==> src/kms_pkg.sv <==
// Package for the key matrix scanner: register map, field layout, reset values and timing
package kms_pkg;
	// Matrix geometry
	localparam int unsigned MAX_ROWS   = 8;
	localparam int unsigned MAX_COLS   = 20;
	localparam int unsigned MAX_KEYS   = 160;
	localparam int unsigned FIFO_DEPTH = 16;
	// Scan clock timing: one key position per tick of the low-power scan rate
	localparam longint unsigned SYS_CLK_HZ  = 250_000_000;
	localparam longint unsigned SCAN_CLK_HZ = 128_000;
	localparam int unsigned     SCAN_DIV    = int'(SYS_CLK_HZ / SCAN_CLK_HZ);
	// Register byte offsets
	localparam logic [7:0] ADDR_CTRL   = 8'h00;
	localparam logic [7:0] ADDR_STATUS = 8'h04;
	localparam logic [7:0] ADDR_DATA   = 8'h08;
	localparam logic [7:0] ADDR_MOD0   = 8'h0C;
	localparam int unsigned MOD_WORDS  = 5;
	// Control field positions
	localparam int unsigned CTRL_EN_BIT   = 0;
	localparam int unsigned CTRL_COLS_LSB = 8;
	localparam int unsigned CTRL_ROWS_LSB = 16;
	// Status field positions
	localparam int unsigned ST_GHOST_BIT = 0;
	localparam int unsigned ST_OVF_BIT   = 1;
	localparam int unsigned ST_MOD_BIT   = 2;
	localparam int unsigned ST_CLKR_BIT  = 3;
	localparam int unsigned ST_FSM_LSB   = 4;
	localparam int unsigned ST_CNT_LSB   = 8;
	// Data register field positions
	localparam int unsigned DATA_VALID_BIT = 8;
	// Reset values
	localparam logic [4:0] RST_COLS = 5'h14;
	localparam logic [3:0] RST_ROWS = 4'h8;

	// Control register content
	typedef struct packed {
		logic       enable;
		logic [4:0] cols;
		logic [3:0] rows;
	} kms_ctrl_type;

	typedef enum logic [1:0] {
		KMS_IDLE,
		KMS_SCAN,
		KMS_END
	} kms_state_type;
endpackage

==> src/kms_scanner.sv <==
// Key matrix scanner: column drive, row sampling, debounce, ghost lockout, key FIFO, APB registers
// Operation
// - Clock request stays low whenever the scanner is disabled.
// - Enabled scanner drops its request in idle and raises it on key sense.
// - Keys are scanned one by one over an 8 by 20 matrix.
// - Column count is programmable from 1 to 20.
// - Row count is programmable from 1 to 8.
// - Key indices go into a 16 byte hardware key code buffer.
// - One key position per 128 kHz tick, full matrix in about 1.25 ms.
// - Any number of keys reported; ghosted keys are locked out selectively.
// - Buffered keys stay until read by software; a key found with the buffer full is dropped.
// - Row samples are glitch filtered and key presses debounced.
// - Machine starts in idle with every column driven high.
// - Row transition in idle requests the clock and enters scan.
// - Idle clears the row-hit register and the key-index counter.
// - Row counter wraps at row count, column advances; both terminal ends scan.
// - Key-index counter advances with each scanned key position.
// - Modifier keys are kept out of the buffer; other keys are stored.
// - Row inputs join the row-hit register only for multi-hit columns.
// - Hit on a row already marked by an earlier column sets ghost status.
// - Scan-end rescans if keys were seen, else idles and drops the request.
// - Key status register is readable at any time.
`timescale 1ns/1ps
`default_nettype none
module kms_scanner
	import kms_pkg::*;
#(
	parameter int unsigned TICK_CYCLES = SCAN_DIV
) (
	input  wire logic                clk_sys,
	input  wire logic                sys_rst,
	input  wire logic                psel,
	input  wire logic                penable,
	input  wire logic                pwrite,
	input  wire logic [7:0]          paddr,
	input  wire logic [31:0]         pwdata,
	output logic      [31:0]         prdata,
	output logic                     pready,
	output logic                     pslverr,
	input  wire logic [MAX_ROWS-1:0] row_in,
	output logic      [MAX_COLS-1:0] col_out,
	output logic                     clk_req
);

	kms_ctrl_type              ctrl_q;
	kms_state_type             state_q;
	logic [MAX_ROWS-1:0]       row_s1_q, row_s2_q, row_s3_q;
	logic [MAX_ROWS-1:0]       row_mask, row_f, cur_rows;
	logic [11:0]               tick_cnt_q;
	logic                      tick;
	logic [3:0]                row_q;
	logic [4:0]                col_q;
	logic [7:0]                key_idx_q;
	logic [MAX_ROWS-1:0]       rowhit_q, colrows_q;
	logic                      colmulti_q, cur_multi;
	logic                      any_hit_q;
	logic [MAX_KEYS-1:0]       prev_q, stable_q, mod_map_q;
	logic                      hit, ghost_now, new_press, push_req, mod_ev;
	logic                      ghost_q, ovf_q, mod_seen_q;
	logic [7:0]                fifo_mem [FIFO_DEPTH];
	logic [3:0]                wr_ptr_q, rd_ptr_q;
	logic [4:0]                count_q;
	logic                      pop, push_ok, apb_done, apb_wr;
	logic [31:0]               rd_d;
	logic [1:0]                state_code;
	logic                      last_row, last_col;

	// Number of set bits in a row vector
	function automatic logic [3:0] pop_rows(input logic [MAX_ROWS-1:0] v);
		logic [3:0] n;
		n = 4'h0;
		for (int i = 0; i < MAX_ROWS; i++) begin
			n = n + {3'b000, v[i]};
		end
		return n;
	endfunction

	// Mask of the programmed rows
	always_comb begin
		row_mask = '0;
		for (int i = 0; i < MAX_ROWS; i++) begin
			row_mask[i] = (4'(i) < ctrl_q.rows);
		end
	end

	// Two-flop synchroniser plus one filter stage on the row pins
	always_ff @(posedge clk_sys) begin
		if (sys_rst) begin
			row_s1_q <= '0;
			row_s2_q <= '0;
			row_s3_q <= '0;
		end else begin
			row_s1_q <= row_in;
			row_s2_q <= row_s1_q;
			row_s3_q <= row_s2_q;
		end
	end

	// A row counts as hit only when two successive samples agree, so single-cycle spikes vanish
	assign row_f = row_s2_q & row_s3_q & row_mask;

	// Scan-rate tick; divider only runs while the clock is requested
	always_ff @(posedge clk_sys) begin
		if (sys_rst || !clk_req) begin
			tick_cnt_q <= '0;
		end else if (tick) begin
			tick_cnt_q <= '0;
		end else begin
			tick_cnt_q <= tick_cnt_q + 12'h001;
		end
	end
	assign tick = clk_req && (tick_cnt_q == 12'(TICK_CYCLES - 1));

	// Per-position scan decisions
	// Reaching or passing the end closes the column, so a geometry write mid-pass cannot run off the matrix
	assign last_row  = (row_q >= ctrl_q.rows - 4'h1);
	assign last_col  = (col_q >= ctrl_q.cols - 5'h01);
	assign cur_rows  = (row_q == 4'h0) ? row_f : colrows_q;
	assign cur_multi = (row_q == 4'h0) ? (pop_rows(row_f) >= 4'h2) : colmulti_q;
	assign hit       = cur_rows[row_q[2:0]];
	assign ghost_now = hit && rowhit_q[row_q[2:0]];
	assign new_press = hit && prev_q[key_idx_q] && !stable_q[key_idx_q];
	// Ghosted keys are withheld; other keys in the same pass are still reported
	assign push_req  = (state_q == KMS_SCAN) && tick && new_press && !ghost_now
		&& !mod_map_q[key_idx_q];
	assign mod_ev    = (state_q == KMS_SCAN) && tick && new_press && !ghost_now && mod_map_q[key_idx_q];

	// Scan state machine, counters and clock request
	always_ff @(posedge clk_sys) begin
		if (sys_rst) begin
			state_q    <= KMS_IDLE;
			clk_req    <= 1'b0;
			col_out    <= '1;
			row_q      <= '0;
			col_q      <= '0;
			key_idx_q  <= '0;
			rowhit_q   <= '0;
			colrows_q  <= '0;
			colmulti_q <= 1'b0;
			any_hit_q  <= 1'b0;
		end else if (!ctrl_q.enable) begin
			state_q   <= KMS_IDLE;
			clk_req   <= 1'b0;
			col_out   <= '1;
			key_idx_q <= '0;
			rowhit_q  <= '0;
		end else begin
			unique case (state_q)
				KMS_IDLE: begin
					col_out   <= '1;
					key_idx_q <= '0;
					rowhit_q  <= '0;
					row_q     <= '0;
					col_q     <= '0;
					any_hit_q <= 1'b0;
					// Any edge on a row wakes the scanner
					if ((row_s2_q ^ row_s3_q) != '0) begin
						clk_req <= 1'b1;
						state_q <= KMS_SCAN;
						col_out <= MAX_COLS'(1);
					end else begin
						clk_req <= 1'b0;
					end
				end
				KMS_SCAN: begin
					if (tick) begin
						key_idx_q <= key_idx_q + 8'h01;
						if (hit) begin
							any_hit_q <= 1'b1;
						end
						if (row_q == 4'h0) begin
							colrows_q  <= row_f;
							colmulti_q <= cur_multi;
						end
						if (last_row) begin
							row_q <= '0;
							// Only multi-hit columns can create ghosts in later columns
							if (cur_multi) begin
								rowhit_q <= rowhit_q | cur_rows;
							end
							if (last_col) begin
								state_q <= KMS_END;
								col_out <= '1;
							end else begin
								col_q   <= col_q + 5'h01;
								col_out <= MAX_COLS'(1) << (col_q + 5'h01);
							end
						end else begin
							row_q <= row_q + 4'h1;
						end
					end
				end
				KMS_END: begin
					key_idx_q <= '0;
					rowhit_q  <= '0;
					row_q     <= '0;
					col_q     <= '0;
					any_hit_q <= 1'b0;
					if (any_hit_q) begin
						state_q <= KMS_SCAN;
						col_out <= MAX_COLS'(1);
					end else begin
						state_q <= KMS_IDLE;
						clk_req <= 1'b0;
						col_out <= '1;
					end
				end
				// An illegal code falls back to idle, where every column is parked high
				default: begin
					state_q <= KMS_IDLE;
					clk_req <= 1'b0;
					col_out <= '1;
				end
			endcase
		end
	end

	// Debounce memory: a press counts after two agreeing passes, a release after two empty ones
	always_ff @(posedge clk_sys) begin
		if (sys_rst || (state_q == KMS_IDLE)) begin
			prev_q   <= '0;
			stable_q <= '0;
		end else if ((state_q == KMS_SCAN) && tick) begin
			prev_q[key_idx_q] <= hit;
			if (hit && prev_q[key_idx_q]) begin
				stable_q[key_idx_q] <= 1'b1;
			end else if (!hit && !prev_q[key_idx_q]) begin
				stable_q[key_idx_q] <= 1'b0;
			end
		end
	end

	// Key code buffer; a pop in the same cycle frees room for a push
	assign pop     = apb_done && !pwrite && (paddr == ADDR_DATA) && (count_q != 5'h00);
	assign push_ok = push_req && ((count_q != 5'(FIFO_DEPTH)) || pop);
	always_ff @(posedge clk_sys) begin
		if (sys_rst) begin
			wr_ptr_q <= '0;
			rd_ptr_q <= '0;
			count_q  <= '0;
		end else begin
			if (push_ok) begin
				fifo_mem[wr_ptr_q] <= key_idx_q;
				wr_ptr_q           <= wr_ptr_q + 4'h1;
			end
			if (pop) begin
				rd_ptr_q <= rd_ptr_q + 4'h1;
			end
			count_q <= count_q + {4'h0, push_ok} - {4'h0, pop};
		end
	end

	// Sticky status flags; a new event beats a software clear in the same cycle
	assign apb_wr = apb_done && pwrite && (paddr == ADDR_STATUS);
	always_ff @(posedge clk_sys) begin
		if (sys_rst) begin
			ghost_q    <= 1'b0;
			ovf_q      <= 1'b0;
			mod_seen_q <= 1'b0;
		end else begin
			if ((state_q == KMS_SCAN) && tick && ghost_now) begin
				ghost_q <= 1'b1;
			end else if (apb_wr && pwdata[ST_GHOST_BIT]) begin
				ghost_q <= 1'b0;
			end
			if (push_req && !push_ok) begin
				ovf_q <= 1'b1;
			end else if (apb_wr && pwdata[ST_OVF_BIT]) begin
				ovf_q <= 1'b0;
			end
			if (mod_ev) begin
				mod_seen_q <= 1'b1;
			end else if (apb_wr && pwdata[ST_MOD_BIT]) begin
				mod_seen_q <= 1'b0;
			end
		end
	end

	// Control and modifier-map registers; out-of-range geometry is clamped to the legal span
	always_ff @(posedge clk_sys) begin
		if (sys_rst) begin
			ctrl_q.enable <= 1'b0;
			ctrl_q.cols   <= RST_COLS;
			ctrl_q.rows   <= RST_ROWS;
			mod_map_q     <= '0;
		end else if (apb_done && pwrite) begin
			if (paddr == ADDR_CTRL) begin
				ctrl_q.enable <= pwdata[CTRL_EN_BIT];
				if (pwdata[CTRL_COLS_LSB +: 5] == 5'h00) begin
					ctrl_q.cols <= 5'h01;
				end else if (pwdata[CTRL_COLS_LSB +: 5] > 5'(MAX_COLS)) begin
					ctrl_q.cols <= 5'(MAX_COLS);
				end else begin
					ctrl_q.cols <= pwdata[CTRL_COLS_LSB +: 5];
				end
				if (pwdata[CTRL_ROWS_LSB +: 4] == 4'h0) begin
					ctrl_q.rows <= 4'h1;
				end else if (pwdata[CTRL_ROWS_LSB +: 4] > 4'(MAX_ROWS)) begin
					ctrl_q.rows <= 4'(MAX_ROWS);
				end else begin
					ctrl_q.rows <= pwdata[CTRL_ROWS_LSB +: 4];
				end
			end
			for (int w = 0; w < MOD_WORDS; w++) begin
				if (paddr == ADDR_MOD0 + 8'(4 * w)) begin
					mod_map_q[w*32 +: 32] <= pwdata;
				end
			end
		end
	end

	// Read mux and status encoding
	always_comb begin
		unique case (state_q)
			KMS_IDLE: state_code = 2'h0;
			KMS_SCAN: state_code = 2'h1;
			KMS_END:  state_code = 2'h2;
			default:  state_code = 2'h3;
		endcase
		rd_d = 32'h0000_0000;
		if (paddr == ADDR_CTRL) begin
			rd_d[CTRL_EN_BIT]         = ctrl_q.enable;
			rd_d[CTRL_COLS_LSB +: 5]  = ctrl_q.cols;
			rd_d[CTRL_ROWS_LSB +: 4]  = ctrl_q.rows;
		end else if (paddr == ADDR_STATUS) begin
			rd_d[ST_GHOST_BIT]     = ghost_q;
			rd_d[ST_OVF_BIT]       = ovf_q;
			rd_d[ST_MOD_BIT]       = mod_seen_q;
			rd_d[ST_CLKR_BIT]      = clk_req;
			rd_d[ST_FSM_LSB +: 2]  = state_code;
			rd_d[ST_CNT_LSB +: 5]  = count_q;
		end else if (paddr == ADDR_DATA) begin
			rd_d[DATA_VALID_BIT] = (count_q != 5'h00);
			rd_d[7:0]            = (count_q != 5'h00) ? fifo_mem[rd_ptr_q] : 8'h00;
		end else begin
			for (int w = 0; w < MOD_WORDS; w++) begin
				if (paddr == ADDR_MOD0 + 8'(4 * w)) begin
					rd_d = mod_map_q[w*32 +: 32];
				end
			end
		end
	end

	// APB slave: one wait state, then pready; the transfer completes at the pready edge
	assign apb_done = psel && penable && pready;
	always_ff @(posedge clk_sys) begin
		if (sys_rst) begin
			pready  <= 1'b0;
			pslverr <= 1'b0;
			prdata  <= 32'h0000_0000;
		end else if (psel && penable && !pready) begin
			pready  <= 1'b1;
			prdata  <= pwrite ? 32'h0000_0000 : rd_d;
			pslverr <= (paddr[1:0] != 2'b00) || (paddr > ADDR_MOD0 + 8'(4 * (MOD_WORDS - 1)));
		end else begin
			pready  <= 1'b0;
			pslverr <= 1'b0;
		end
	end

endmodule
`default_nettype wire

==> config.mk <==
export PLATFORM = sky130hd
export DESIGN_NAME = kms_scanner
export DESIGN_NICKNAME = d
export VERILOG_FILES = /design/src/kms_pkg.sv /design/src/kms_scanner.sv
export SDC_FILE = /design/constraint.sdc
export NUM_CORES = 2
export LEC_CHECK = 0
export BUFFER_PORTS_ARGS = -buffer_cell sky130_fd_sc_hd__buf_2
export CAP_MARGIN = 20
export CORE_AREA = 2 2 169 336
export CTS_CLUSTER_DIAMETER = 40
export DETAILED_ROUTE_END_ITERATION = 12
export DIE_AREA = 0 0 171 338
export PLACE_DENSITY = 0.79
export SYNTH_ARGS = -nofsm -noshare
export SYNTH_HDL_FRONTEND = slang
export SYNTH_SLANG_ARGS = --single-unit
export TNS_END_PERCENT = 50
==> constraint.sdc <==
create_clock -name clk_sys -period 18.2 [get_ports clk_sys]
set_input_delay 1.82 -clock clk_sys [delete_from_list [all_inputs] [get_ports clk_sys]]
set_output_delay 1.82 -clock clk_sys [all_outputs]
set_load 0.005 [all_outputs]
==> impl_metrics.toml <==
[status]
outcome = "completed"

[placement]
port_buffers = 107
gp_congestion = 0.982
hpwl_um = 75600
dp.cells = 4488

[finish]
nets = 3925
fin_util_pct = 70.3
area_delta_synth_final_pct = 9.22
fillers = 4256
finalNonFillerCells = 4626
layout-drive-gt1-share_pct = 13.0

[clock_tree]
cts_max_level = 3
path_clk_slew_ps = 70
cts_tree = "built"
cts.hold.buffers_added = 0
root_buffer = "clkbuf_16"
cts_resized = 0
clock-sinks = 766
cts_buffer_depth = 3
cts_made_buffers = 69
clk_latency_ps = 640
post_cts_buffers = 0

[synth]
syn_area_mm2 = 0.0356
synth_edf_count = 128
yosys_most_used_dff = "dfxtp_1"
synth_common_cells = "638 x dfxtp_1, 621 x a21oi_1, 482 x nand2_1"
ys_async_sr_fraction_pct = 0
yosysMostFrequentCell = "dfxtp_1"
synthTopCellsByArea = "dfxtp_1 36%, edfxtp_1 11%, a21oi_1 8.7%"
avgSynthCellArea_um2 = 9.09
synth.yosys.seq_area_share_pct = 46.7
synth_cell_types = 77
ys_ff_latch = 766
synth_fp_nets = 4022
synth_top_area_cell = "dfxtp_1"
netlist.area_leader.share_pct = 35.9
synthCells = 3916
ys_warn_count = 0

[floorplanning]
die_h_um = 338
io_pins = 108
coreArea_mm2 = 0.0553
dieArea_mm2 = 0.0578
fp-row-count = 122
start_util_pct = 64.4
dieWidth_um = 171

[pwr]
p_leak_uw = 0.0123
power_frac_seq_pct = 51.6
power_density_mw_per_mm2 = 85.7
power.internal_uw = 2620
pwr-share-clk_pct = 47.0
p_comb_share_pct = 1.5
p_sw_share_pct = 21.4
p_switching_uw = 714
peakVddDrop_mv = 0.0786

[critical_path]
crit_fanout = 133
cp.arrival_ps = 8150
path_class = "register to register"
setup.worst_path.end_class = "register"
required_ps = 18750
cp-start-kind = "register"

[global_routing]
grt_usage_pct = 40.8
antenna_found_initial = 7
grt_start_max_net_pins = 222
grt_pass1_wl_um = 179000
grt_pass1_vias = 31200
gr-total-overflow = 0

[detailed_routing]
firstDrtPassIters = 9
wl_per_cell_um = 25.8
ant_nets = 0
via_count = 31900
viasPerCell = 6.89
routed_wl_um = 119000
drt_iter0_drc = 4221
drc_errors = 0

[sta]
maxSlewHeadroom_pct = 18.6
worst_pin_slew_ps = 1220
maxSlewViolCount = 0
setup_violations = 0
skew_ps = 28.0
grt_setup_unrepaired = "no"
hold_violations = 0
fin_crit_sh_pct = 41.8
min_period_ps = 7610
fmax_ghz = 0.131
setup_tns_ps = 0

[job]
maxCapViolCount = 0

[min_path]
hold_path_class = "register to register"
-- cells by family after synthesis --
family	after synthesis	synth area share, %
simple gates	1230	15.9
fa+ha+maj	53	1.97
flops	766	46.7
compound gates	1163	17.8
mux	264	12.2
buf+inv	412	4.78
xor+xnor	28	0.689
-- path summary, 6_finish.rpt --
check	from	slack (ps)	endpoint	depth (start not counted)
setup / recovery	key_idx_q[1]$_SDFFE_PP0N_	10590	count_q[4]$_SDFF_PP0_	20
hold / removal	row_s1_q[1]$_SDFF_PP0_	450	row_s2_q[1]$_SDFF_PP0_	1
setup reg to reg	key_idx_q[1]$_SDFFE_PP0N_	10590	count_q[4]$_SDFF_PP0_	20
hold reg to reg	row_s1_q[1]$_SDFF_PP0_	450	row_s2_q[1]$_SDFF_PP0_	1
-- power groups by stage --
| stage | clock, uW | sequential [uW] | combinational (uW) |
|---|---|---|---|
| 6_report | 1560 | 1720 | 49.0 |
| 5_1_grt | 1630 | 1720 | 51.1 |
| 4_1_cts | 1560 | 1720 | 47.5 |
| 3_5_place_dp | 0 | 1760 | 47.3 |
| 3_3_place_gp | 0 | 1760 | 47.1 |
| 2_1_floorplan | 0 | 1760 | 24.9 |
-- critical path, cell delays in order, from the launching register on --
cell	delay, ps
dfxtp_4	870
buf_12	730
mux4_2	360
mux4_2	250
mux2i_1	90
nor2_1	270
a31oi_1	90
o311ai_0	530
ha_4	810
nand2_1	150
nor3_2	150
nand3_1	80
or4_1	410
or4_1	890
mux2_2	420
ha_1	210
fa_1	410
a21oi_1	160
nor2_1	60
or3_1	340
a21oi_1	140
-- metrics by stage --
step                area (um2)  hold WS, ps  power, uW  worst slack (ps)
floorplan                35600          414       1780             11970
global placement         36300          436       1800             10850
detailed placement       36400          426       1800             10770
CTS                      38800          454       3330             10750
global route             38900          465       3390             10330
finish                   38900          449       3330             10590
-- per-layer routing --
| metal | up-vias | GRT usage, % | wire length (um) |
|---|---|---|---|
| li1 | 13900 | - | - |
| met1 | 15000 | 42.9 | 37900 |
| met2 | 2141 | 66.2 | 56400 |
| met3 | 814 | 10.3 | 12300 |
| met4 | 0 | 38.1 | 12800 |
| met5 | - | 0 | 0 |
-- cell usage in the layout (no fill, tap or decap), types with 8 or more instances in the layout --
cell and count:
nand2_1 482, clkbuf_1 15, nor3_1 25, nand3_1 371, a31oi_1 8, bufinv_16 8
buf_4 89, a22oi_1 45, ha_1 47, a22o_1 8, o211ai_1 10, mux2i_1 113
and3_1 20, nor2b_1 39, xnor2_1 15, dfxtp_1 632, clkbuf_8 11, a21oi_1 621
nor4_1 27, mux4_2 129, diode_2 9, buf_2 106, a221oi_1 19, a211oi_1 12
a21o_1 9, clkbuf_16 72, mux2_2 16, nor2_1 157, o21ai_0 356, inv_1 37
o22ai_1 28, nand2b_1 24, edfxtp_1 128, and2_1 15, nor2_2 11, xor2_1 13
-- layout make-up --
type | instances | area, um2 | share of cell area (%)
antenna | 9 | 22.5 | 0.0579
clock inverter | 28 | 392 | 1.01
timing repair buffer | 204 | 1360 | 3.49
sequential | 766 | 16600 | 42.8
multi-input combinational | 2738 | 17400 | 44.7
tap | 744 | 931 | 2.39
inverter | 40 | 150 | 0.386
clock buffer | 97 | 2000 | 5.13
Note: power is estimated with default switching activity, not from simulation.
